==> src/hw/ddp_pkg.sv <==
// Purpose: Shared constants and types for the DDR3 pin-behaviour device block
// Assumes: System clock at 200 MHz; memory link clock sampled, not used as a clock
// Notes: Command codes are the {row, column, write} strobe levels with select low
package ddp_pkg;
  // Power / clock-gating state of the device
  typedef enum logic [1:0] {
    DDP_ST_ACT  = 2'b00, // Clocks and receivers enabled
    DDP_ST_APD  = 2'b01, // Active power-down (a row is open)
    DDP_ST_PPD  = 2'b10, // Precharge power-down (all banks idle)
    DDP_ST_SREF = 2'b11  // Self refresh
  } ddp_state_t;

  // Command codes on {ras_n, cas_n, we_n}
  localparam logic [2:0] DDP_CMD_MRS = 3'h0; // Mode register load
  localparam logic [2:0] DDP_CMD_REF = 3'h1; // Refresh (self refresh with clock enable low)
  localparam logic [2:0] DDP_CMD_PRE = 3'h2; // Precharge
  localparam logic [2:0] DDP_CMD_ACT = 3'h3; // Activate
  localparam logic [2:0] DDP_CMD_WR = 3'h4; // Write
  localparam logic [2:0] DDP_CMD_RD = 3'h5; // Read
  localparam logic [2:0] DDP_CMD_NOP = 3'h7; // No operation

  // Mode register 1 select and field positions
  localparam logic [2:0] DDP_MR1_SEL = 3'h1; // Bank address selecting mode register 1
  localparam int DDP_MR1_RTT0 = 2; // Termination value bit 0
  localparam int DDP_MR1_RTT1 = 6; // Termination value bit 1
  localparam int DDP_MR1_RTT2 = 9; // Termination value bit 2
  localparam int DDP_MR1_TDQS = 11; // Termination strobe enable
  localparam int DDP_AP_BIT = 10; // Auto-precharge / all-banks address bit

  // Burst and timing
  localparam int DDP_BURST_LEN = 8; // Data beats per access
  localparam int DDP_SYS_CLK_NS = 5; // System clock period
  localparam int DDP_BEAT_NS = 32; // Read beat time, half of a link clock period
  localparam int DDP_BEAT_CYC = (DDP_BEAT_NS / DDP_SYS_CLK_NS < 1) ? 1 : DDP_BEAT_NS / DDP_SYS_CLK_NS;

  // Reset values
  localparam logic DDP_RST_ODT_EN = 1'b1; // Termination control honoured after reset
  localparam logic DDP_RST_TDQS_EN = 1'b0; // Termination strobe off after reset
endpackage

==> src/hw/ddp_core.sv <==
// Purpose: Device-side pin behaviour of an x4/x8 DDR3 memory, plus read-data FIFO
// Assumes: All pins except the asynchronous reset pin are sampled by sys_clk through two flip-flops; link clock is slow
// Notes: Data storage itself lives outside; write beats leave on a strobe port
`timescale 1ns/10ps

// Read data buffer, flip-flop storage with registered flags
module ddp_fifo #(
  parameter int W = 8, // Word width
  parameter int DEPTH = 16 // Number of words
) (
  input wire logic sys_clk, // System clock
  input wire logic rst, // Synchronous reset, active high
  input wire logic in_valid, // Filler offers a word
  output logic in_ready, // Room for a word
  input wire logic [W-1:0] in_data, // Word in
  output logic out_valid, // A word is waiting
  input wire logic out_ready, // Drainer takes the word
  output logic [W-1:0] out_data // Word at the head
);
  localparam int AW = (DEPTH > 1) ? $clog2(DEPTH) : 1;
  logic [W-1:0] mem [DEPTH]; // Storage
  logic [AW-1:0] wr_ptr; // Next write slot
  logic [AW-1:0] rd_ptr; // Head slot
  logic [AW:0] count; // Words held
  logic push; // Accepted write
  logic pop; // Accepted read
  logic [AW:0] next_count; // Count after this cycle

  assign push = in_valid & in_ready;
  assign pop = out_valid & out_ready;
  assign out_data = mem[rd_ptr];

  always_comb begin
    next_count = count;
    if (push & ~pop) begin
      next_count = count + 1'b1;
    end else if (pop & ~push) begin
      next_count = count - 1'b1;
    end
  end

  // Pointers wrap explicitly so DEPTH need not be a power of two
  always_ff @(posedge sys_clk) begin
    if (rst) begin
      wr_ptr <= '0;
      rd_ptr <= '0;
    end else begin
      if (push) begin
        wr_ptr <= (wr_ptr == AW'(DEPTH - 1)) ? '0 : wr_ptr + 1'b1;
      end
      if (pop) begin
        rd_ptr <= (rd_ptr == AW'(DEPTH - 1)) ? '0 : rd_ptr + 1'b1;
      end
    end
  end

  // Flags are registered from the next count, so they are honest each cycle
  always_ff @(posedge sys_clk) begin
    if (rst) begin
      count <= '0;
      in_ready <= 1'b1;
      out_valid <= 1'b0;
    end else begin
      count <= next_count;
      in_ready <= (next_count != (AW+1)'(DEPTH));
      out_valid <= (next_count != '0);
    end
  end

  always_ff @(posedge sys_clk) begin
    if (push) begin
      mem[wr_ptr] <= in_data;
    end
  end
endmodule

module ddp_core import ddp_pkg::*; #(
  parameter int DQ_W = 8, // Data width, 4 or 8
  parameter int FIFO_DEPTH = 16 // Read buffer depth
) (
  input wire logic sys_clk, // System clock
  input wire logic sys_rst, // Synchronous reset, active high
  input wire logic ck, // Link clock (true phase)
  input wire logic cke, // Clock enable
  input wire logic cs_n, // Chip select, active low
  input wire logic ras_n, // Row strobe, active low
  input wire logic cas_n, // Column strobe, active low
  input wire logic we_n, // Write enable, active low
  input wire logic [2:0] ba, // Bank address
  input wire logic [13:0] addr, // Address / op-code
  input wire logic odt, // Termination control
  input wire logic mem_rst_n, // Device reset pin, active low
  input wire logic dm, // Write data mask
  input wire logic [DQ_W-1:0] dq_in, // Data pins, input side
  input wire logic dqs_in, // Strobe pin, input side
  output logic [DQ_W-1:0] dq_out, // Data pins, output side
  output logic dq_oe_n, // Data drive enable, low drives
  output logic dqs_out, // Strobe pin, output side
  output logic dqs_oe_n, // Strobe drive enable, low drives
  output logic term_on, // Termination applied to data, strobe, mask
  output logic tdqs_term, // Termination strobe pins terminating
  output logic dm_enabled, // Data mask function active
  output logic [1:0] pwr_state, // Power state code
  output logic [7:0] bank_open, // Open row per bank
  output logic cmd_valid, // Decoded command pulse
  output logic [2:0] cmd_code, // Decoded command
  output logic [2:0] cmd_bank, // Target bank of the command
  output logic wr_valid, // Stored write beat pulse
  output logic [DQ_W-1:0] wr_data, // Stored write beat
  input wire logic rd_in_valid, // Read data word offered
  output logic rd_in_ready, // Read buffer has room
  input wire logic [DQ_W-1:0] rd_in_data // Read data word
);
  localparam int NI = 26 + DQ_W; // Width of the sampled pin vector
  localparam logic [3:0] BURST = 4'(DDP_BURST_LEN);
  localparam logic [3:0] BEAT = 4'(DDP_BEAT_CYC);

  logic [NI-1:0] pin_s1; // First sampling stage
  logic [NI-1:0] pin_s2; // Second sampling stage
  logic [1:0] rst_sync; // Reset pin synchroniser
  logic rst; // Combined reset
  logic ck_d; // Previous link clock level
  logic dqs_d; // Previous strobe level
  logic ck_s, cke_s, cs_s, odt_s, dm_s, dqs_s; // Sampled pins
  logic [2:0] cmd_s; // Sampled command strobes
  logic [2:0] ba_s; // Sampled bank address
  logic [13:0] addr_s; // Sampled address
  logic [DQ_W-1:0] dq_s; // Sampled data
  logic ck_rise; // Rising link clock seen
  logic dqs_edge; // Any strobe edge seen
  logic cmd_ok; // Command accepted this cycle
  ddp_state_t st; // Power state
  logic mr_odt_en; // Termination enabled by mode load
  logic mr_tdqs_en; // Termination strobe enabled
  logic [3:0] wr_left; // Write beats still due
  logic [3:0] rd_left; // Read beats still due
  logic [3:0] beat_tmr; // Cycles left in the current read beat
  logic f_valid; // Read word waiting
  logic f_pop; // Take a read word
  logic [DQ_W-1:0] f_data; // Read word at head

  // Async assertion clears at once; release is resynchronised to sys_clk
  always_ff @(posedge sys_clk or negedge mem_rst_n) begin
    if (!mem_rst_n) begin
      rst_sync <= 2'h0;
    end else begin
      rst_sync <= {rst_sync[0], 1'b1};
    end
  end
  assign rst = sys_rst | ~rst_sync[1];

  // Two-stage sampling of every pin except the reset pin; second stage alone is read
  always_ff @(posedge sys_clk) begin
    pin_s1 <= {ck, cke, cs_n, ras_n, cas_n, we_n, ba, addr, odt, dm, dqs_in, dq_in};
    pin_s2 <= pin_s1;
  end
  assign {ck_s, cke_s, cs_s, cmd_s, ba_s, addr_s, odt_s, dm_s, dqs_s, dq_s} = pin_s2;

  // Edge history taken from the second stage only
  always_ff @(posedge sys_clk) begin
    if (rst) begin
      ck_d <= 1'b0;
      dqs_d <= 1'b0;
    end else begin
      ck_d <= ck_s;
      dqs_d <= dqs_s;
    end
  end
  assign ck_rise = ck_s & ~ck_d;
  assign dqs_edge = dqs_s ^ dqs_d;

  // Decoder runs only while awake and selected; power-down masks it
  assign cmd_ok = ck_rise & (st == DDP_ST_ACT) & cke_s & ~cs_s;

  // Power state machine
  always_ff @(posedge sys_clk) begin
    if (rst) begin
      st <= DDP_ST_ACT;
    end else begin
      unique case (st)
        DDP_ST_ACT: begin
          if (ck_rise & ~cke_s) begin
            if (~cs_s & (cmd_s == DDP_CMD_REF) & (bank_open == 8'h00)) begin
              st <= DDP_ST_SREF;
            end else if (bank_open != 8'h00) begin
              st <= DDP_ST_APD;
            end else begin
              st <= DDP_ST_PPD;
            end
          end
        end
        DDP_ST_APD, DDP_ST_PPD: begin
          if (ck_rise & cke_s) begin
            st <= DDP_ST_ACT;
          end
        end
        DDP_ST_SREF: begin
          // Exit needs no link clock edge: the enable level alone wakes us
          if (cke_s) begin
            st <= DDP_ST_ACT;
          end
        end
      endcase
    end
  end
  assign pwr_state = st;

  // Command decode, bank tracking and mode load
  always_ff @(posedge sys_clk) begin
    if (rst) begin
      cmd_valid <= 1'b0;
      cmd_code <= DDP_CMD_NOP;
      cmd_bank <= 3'h0;
      bank_open <= 8'h00;
      mr_odt_en <= DDP_RST_ODT_EN;
      mr_tdqs_en <= DDP_RST_TDQS_EN;
    end else begin
      cmd_valid <= cmd_ok & (cmd_s != DDP_CMD_NOP);
      // A no-op leaves the last decoded command on show, so code moves only with a pulse
      if (cmd_ok & (cmd_s != DDP_CMD_NOP)) begin
        cmd_code <= cmd_s;
        cmd_bank <= ba_s;
        unique case (cmd_s)
          DDP_CMD_ACT: begin
            bank_open[ba_s] <= 1'b1;
          end
          DDP_CMD_PRE: begin
            if (addr_s[DDP_AP_BIT]) begin
              bank_open <= 8'h00;
            end else begin
              bank_open[ba_s] <= 1'b0;
            end
          end
          DDP_CMD_RD, DDP_CMD_WR: begin
            // Auto-precharge closes the row at once; row timing is outside
            if (addr_s[DDP_AP_BIT]) begin
              bank_open[ba_s] <= 1'b0;
            end
          end
          DDP_CMD_MRS: begin
            if (ba_s == DDP_MR1_SEL) begin
              mr_odt_en <= addr_s[DDP_MR1_RTT0] | addr_s[DDP_MR1_RTT1] | addr_s[DDP_MR1_RTT2];
              mr_tdqs_en <= (DQ_W == 8) & addr_s[DDP_MR1_TDQS];
            end
          end
          default: begin
          end
        endcase
      end
    end
  end

  // Termination follows the control at each link clock rise while enabled by mode load and outside self refresh
  always_ff @(posedge sys_clk) begin
    if (rst) begin
      term_on <= 1'b0;
      tdqs_term <= 1'b0;
    end else if (~mr_odt_en | (st == DDP_ST_SREF)) begin
      term_on <= 1'b0;
      tdqs_term <= 1'b0;
    end else if (ck_rise) begin
      term_on <= odt_s;
      tdqs_term <= odt_s & mr_tdqs_en;
    end else begin
      // Drop strobe termination as soon as the mask function comes back
      tdqs_term <= tdqs_term & mr_tdqs_en;
    end
  end

  // Mask function is lost while the x8 termination strobe is enabled
  always_ff @(posedge sys_clk) begin
    if (rst) begin
      dm_enabled <= 1'b1;
    end else begin
      dm_enabled <= ~mr_tdqs_en;
    end
  end

  // Write beats: the controller centres its strobe, so each edge marks a stable beat
  always_ff @(posedge sys_clk) begin
    if (rst) begin
      wr_left <= 4'h0;
      wr_valid <= 1'b0;
      wr_data <= '0;
    end else begin
      wr_valid <= 1'b0;
      if (cmd_ok & (cmd_s == DDP_CMD_WR)) begin
        wr_left <= BURST;
      end else if ((st == DDP_ST_ACT) & dqs_edge & (wr_left != 4'h0)) begin
        wr_left <= wr_left - 1'b1;
        if (~(dm_s & dm_enabled)) begin
          wr_valid <= 1'b1;
          wr_data <= dq_s;
        end
      end
    end
  end

  // Read beats leave the buffer; an empty buffer stalls the burst
  assign f_pop = (rd_left != 4'h0) & (beat_tmr == 4'h0) & f_valid;

  always_ff @(posedge sys_clk) begin
    if (rst) begin
      rd_left <= 4'h0;
      beat_tmr <= 4'h0;
      dq_out <= '0;
      dq_oe_n <= 1'b1;
      dqs_out <= 1'b0;
      dqs_oe_n <= 1'b1;
    end else begin
      if (beat_tmr != 4'h0) begin
        beat_tmr <= beat_tmr - 1'b1;
      end
      if (cmd_ok & (cmd_s == DDP_CMD_RD) & (rd_left == 4'h0)) begin
        rd_left <= BURST;
      end else if (f_pop) begin
        // Data and strobe change together, so strobe edges align with beats
        rd_left <= rd_left - 1'b1;
        beat_tmr <= BEAT - 1'b1;
        dq_out <= f_data;
        dqs_out <= ~dqs_out;
        dq_oe_n <= 1'b0;
        dqs_oe_n <= 1'b0;
      end else if ((rd_left == 4'h0) & (beat_tmr == 4'h0)) begin
        dq_oe_n <= 1'b1;
        dqs_oe_n <= 1'b1;
        dqs_out <= 1'b0;
      end
    end
  end

  ddp_fifo #(
    .W(DQ_W),
    .DEPTH(FIFO_DEPTH)
  ) u_rd_fifo (
    .sys_clk(sys_clk),
    .rst(rst),
    .in_valid(rd_in_valid),
    .in_ready(rd_in_ready),
    .in_data(rd_in_data),
    .out_valid(f_valid),
    .out_ready(f_pop),
    .out_data(f_data)
  );
endmodule

==> config.mk <==
export PLATFORM = sky130hd
export DESIGN_NAME = ddp_core
export DESIGN_NICKNAME = d
export VERILOG_FILES = /design/src/hw/ddp_pkg.sv /design/src/hw/ddp_core.sv
export SDC_FILE = /design/constraint.sdc
export NUM_CORES = 1
export LEC_CHECK = 0
export BUFFER_PORTS_ARGS = -buffer_cell sky130_fd_sc_hd__buf_2
export CORE_MARGIN = 2
export CORE_UTILIZATION = 35
export DETAILED_ROUTE_END_ITERATION = 8
export PLACE_DENSITY = 0.61
export SLEW_MARGIN = 40
export SYNTH_ARGS = -nofsm -noshare
export SYNTH_HDL_FRONTEND = slang
export SYNTH_SLANG_ARGS = --single-unit
==> constraint.sdc <==
create_clock -name sys_clk -period 1.8 [get_ports sys_clk]
set_input_delay 0.36 -clock sys_clk [delete_from_list [all_inputs] [get_ports sys_clk]]
set_output_delay 0.36 -clock sys_clk [all_outputs]
set_load 0.01 [all_outputs]
==> flow_summary_export.csv <==
group,metric,value,unit
outcome,status,"finished with violations",
outcome,violations,"DRC",
clocking,cts_inserted_buffers,26,
clocking,cts_root_buf,"clkbuf_16",
grt,grt_max_degree,29,
synth,synth_top_cell_by_area,"edfxtp_1",
sta,max-slew-margin-rel,0.443,
sta,period_share,0.960,
synth,syn-num-nets,748,
power,power.total,0.0119,W
synth,yosysSeqAreaShare,0.674,
die,coreArea,26100,µm²
synth,synth_edf_count,128,
drt,routed_wl,19200,µm
power,peakVddDrop,861,µV
die,fp-row-count,59,
die,die_height,167,µm
die,start_util,0.358,
sta,slew_violations,0,
power,power_leakage,4.21,nW
clocking,cts.sinks,250,
synth,synth_cells,688,
critical_path,cp-start-kind,"flop",
sta,worstMarginPinSlew,0.834,ns
sta,hold_ws,0.181,ns
grt,antenna_found_initial,0,
place,portBuffers,77,
synth,synthesis.area,9350,µm²
critical_path,crit_chain,"inv_2 -> ha_4 -> nand4b_4 -> nor3_4 -> buf_12 -> nand3_4 -> nor4_4 -> o21ai_1",
synth,synthFlopType,"edfxtp_1",
sta,setup_tns,0,ns
synth,async_flop_share,0.00800,
grt,first_global_vias,5650,
sta,max_freq,579,MHz
clocking,h-tree-depth,1,
layout,syn_to_final_growth,25.4,%
clocking,cts_tree,"yes",
clocking,clk_pin_slew,0.06,ns
critical_path,slowest_delay,0.32,ns
critical_path,arrival,2.12,ns
critical_path,crit_path_end_kind,"flop",
synth,postSynthAreaPerCell,13.6,µm²
run,maxCapViolCount,0,
sta,finClkSkew,0.0164,ns
drt,first_iter_violations,329,
critical_path,r2r-start,"pwr_state[1]",
synth,synth.area.top_cells,"edfxtp_1 41%, dfxtp_1 26%, mux4_2 5.8%, mux2i_1 3.5%, nor2_1 2.5%",
drt,vias,5741,
grt,grt_pass1_wl,30200,µm
clocking,cts_buffer_depth,3,
critical_path,crit_start,"pwr_state[1]",
place,gp_congestion,0.772,
die,io_pins,87,
drt,postRouteAntennaNets,0,
layout,layout-drive-gt1-share,0.275,
layout,nNetsFinal,898,
clocking,clk_latency,0.53,ns
grt,gr-total-overflow,0,
die,die-width,167,µm
critical_path,crit_required,2.19,ns
critical_path,critPathBufInv,2,
layout,fin_util,0.448,
grt,grtUsageTotal,0.136,
drt,drc,8,
synth,synth.distinct_cells,58,
drt,first_pass_iters,7,
drt,viasPerCell,4.81,
synth,yosys_warnings,0,
drt,wl_per_cell,16.1,µm
hold_path,holdCritPathClass,"in2async",
sta,fin_crit,1.73,ns
critical_path,cp_top_family,"simple AND/OR/NAND/NOR gates",
synth,synth_seq_cells,250,
synth,synth_top_area_share,0.411,
sta,finalSetupViolations,0,
critical_path,cp_max_fo,7,
power,powerDensity,1010,nW/µm²
sta,rsz0062_at_grt,"yes",
critical_path,slowest_stage,"dfxtp_2",
sta,final-hold-violation-count,0,
place,place_hpwl,12400,µm
layout,antenna_cells,0,
critical_path,critPathKind,"reg2reg",
die,dieArea,28000,µm²
kinds of logic after synthesis:
logic type / synth area share
flip-flops: 0.674
XOR/XNOR: 0.0150
adder cells (fa/ha/maj): 0.0198
other: 0.000401
AO/OA/AOI/OAI: 0.0708
multiplexers: 0.0944
buffers and inverters: 0.0256
AND/OR/NAND/NOR: 0.100
metal layers:
layer | vias up | GRT usage | share of wire
met4 | 0 | 0.0461 | 0.029
met3 | 36 | 0.0258 | 0.048
met1 | 2748 | 0.183 | 0.46
li1 | 2819 | - | -
met5 | - | 0 | 0
met2 | 138 | 0.222 | 0.46
cells in the final DEF (no fill, tap or decap), types with 16 or more instances in the layout:
| cell | count |
|---|---|
| a21oi_1 | 30 |
| dfxtp_1 | 114 |
| nor2_1 | 62 |
| nand2_1 | 60 |
| buf_4 | 50 |
| mux2i_1 | 32 |
| o21ai_0 | 27 |
| clkbuf_16 | 27 |
| mux4_2 | 24 |
| buf_2 | 77 |
| inv_1 | 16 |
| dlygate4sd3_1 | 26 |
| a31oi_1 | 17 |
| edfxtp_1 | 128 |
where the power goes:
part	internal (W)	switching [W]	total, W
combinational	0.000198	0.000238	0.000436
clock	0.00314	0.00220	0.00534
sequential	0.00607	0.0000413	0.00611
total	0.00941	0.00248	0.0119
worst paths after layout:
path / endpoint / slack [ns] / depth (start not counted)
worst max-delay path: mr_odt_en / 0.07 / 8
worst min-delay path: rst_sync[0] / 0.18 / 2
max in group asynchronous: rst_sync[1] / 1.53 / 2
worst max register to register: mr_odt_en / 0.07 / 8
worst min register to register: pin_s2[25] / 0.32 / 0
min in group sys_clk: u_rd_fifo.mem[12][5] / 0.23 / 1
per-stage QoR:
stage	std cells	worst slack [ns]	cell area (µm²)
2_1_floorplan	688	-0.166	9360
3_3_place_gp	1118	-0.0126	10500
3_5_place_dp	1118	-0.0157	10500
4_1_cts	1192	-0.00602	11600
5_1_grt	1193	-0.0450	11700
6_report	1193	0.0714	11700
registers in the layout, summed over array words and instances (netlist names), 2 cells and up:
signal / cells
u_rd_fifo.wr_ptr: 4
pin_s2: 25
dq_out: 8
cmd_bank: 3
u_rd_fifo.rd_ptr: 4
wr_left: 4
pin_s1: 25
wr_data: 8
beat_tmr: 4
rst_sync: 2
cmd_code: 3
u_rd_fifo.count: 5
rd_left: 4
pwr_state: 2
u_rd_fifo.mem: 128
bank_open: 8
cells in the mapped netlist, drive strengths merged, types with 2 or more instances:
cell,instances
nand3,9
edfxtp,128
dfrtp,2
a21oi,31
nor3b,2
o21ai,30
mux2i,33
a221oi,9
nor2,63
nand4,4
clkbuf,20
and2,4
nand2b,8
a31oi,17
nand4b,3
and3,2
xnor2,10
ha,14
nor4b,2
or3,3
nor2b,6
xor2,6
mux4,24
nand2,61
buf,16
a211oi,6
dfxtp,120
inv,18
nor3,14
nor4,6
what timing repair did:
| action | in CTS | in global routing |
|---|---|---|
| hold buffers | 26 | 0 |
| resized for setup | 3 | 24 |
| hold endpoints to repair | 27 | 0 |
| pin swaps | 0 | 10 |
| setup buffers | 0 | 1 |
| setup endpoints to repair | 3 | 28 |
final cells by class:
type                       count  area [µm²]
multi-input combinational    384        2950
clock buffer                  33         728
timing repair buffer         158        1120
tap                          335         419
inverter                      18        67.6
fill                        2383       14400
sequential                   250        6300
clock inverter                15         130
No activity file was read; power rests on OpenSTA's default activity.
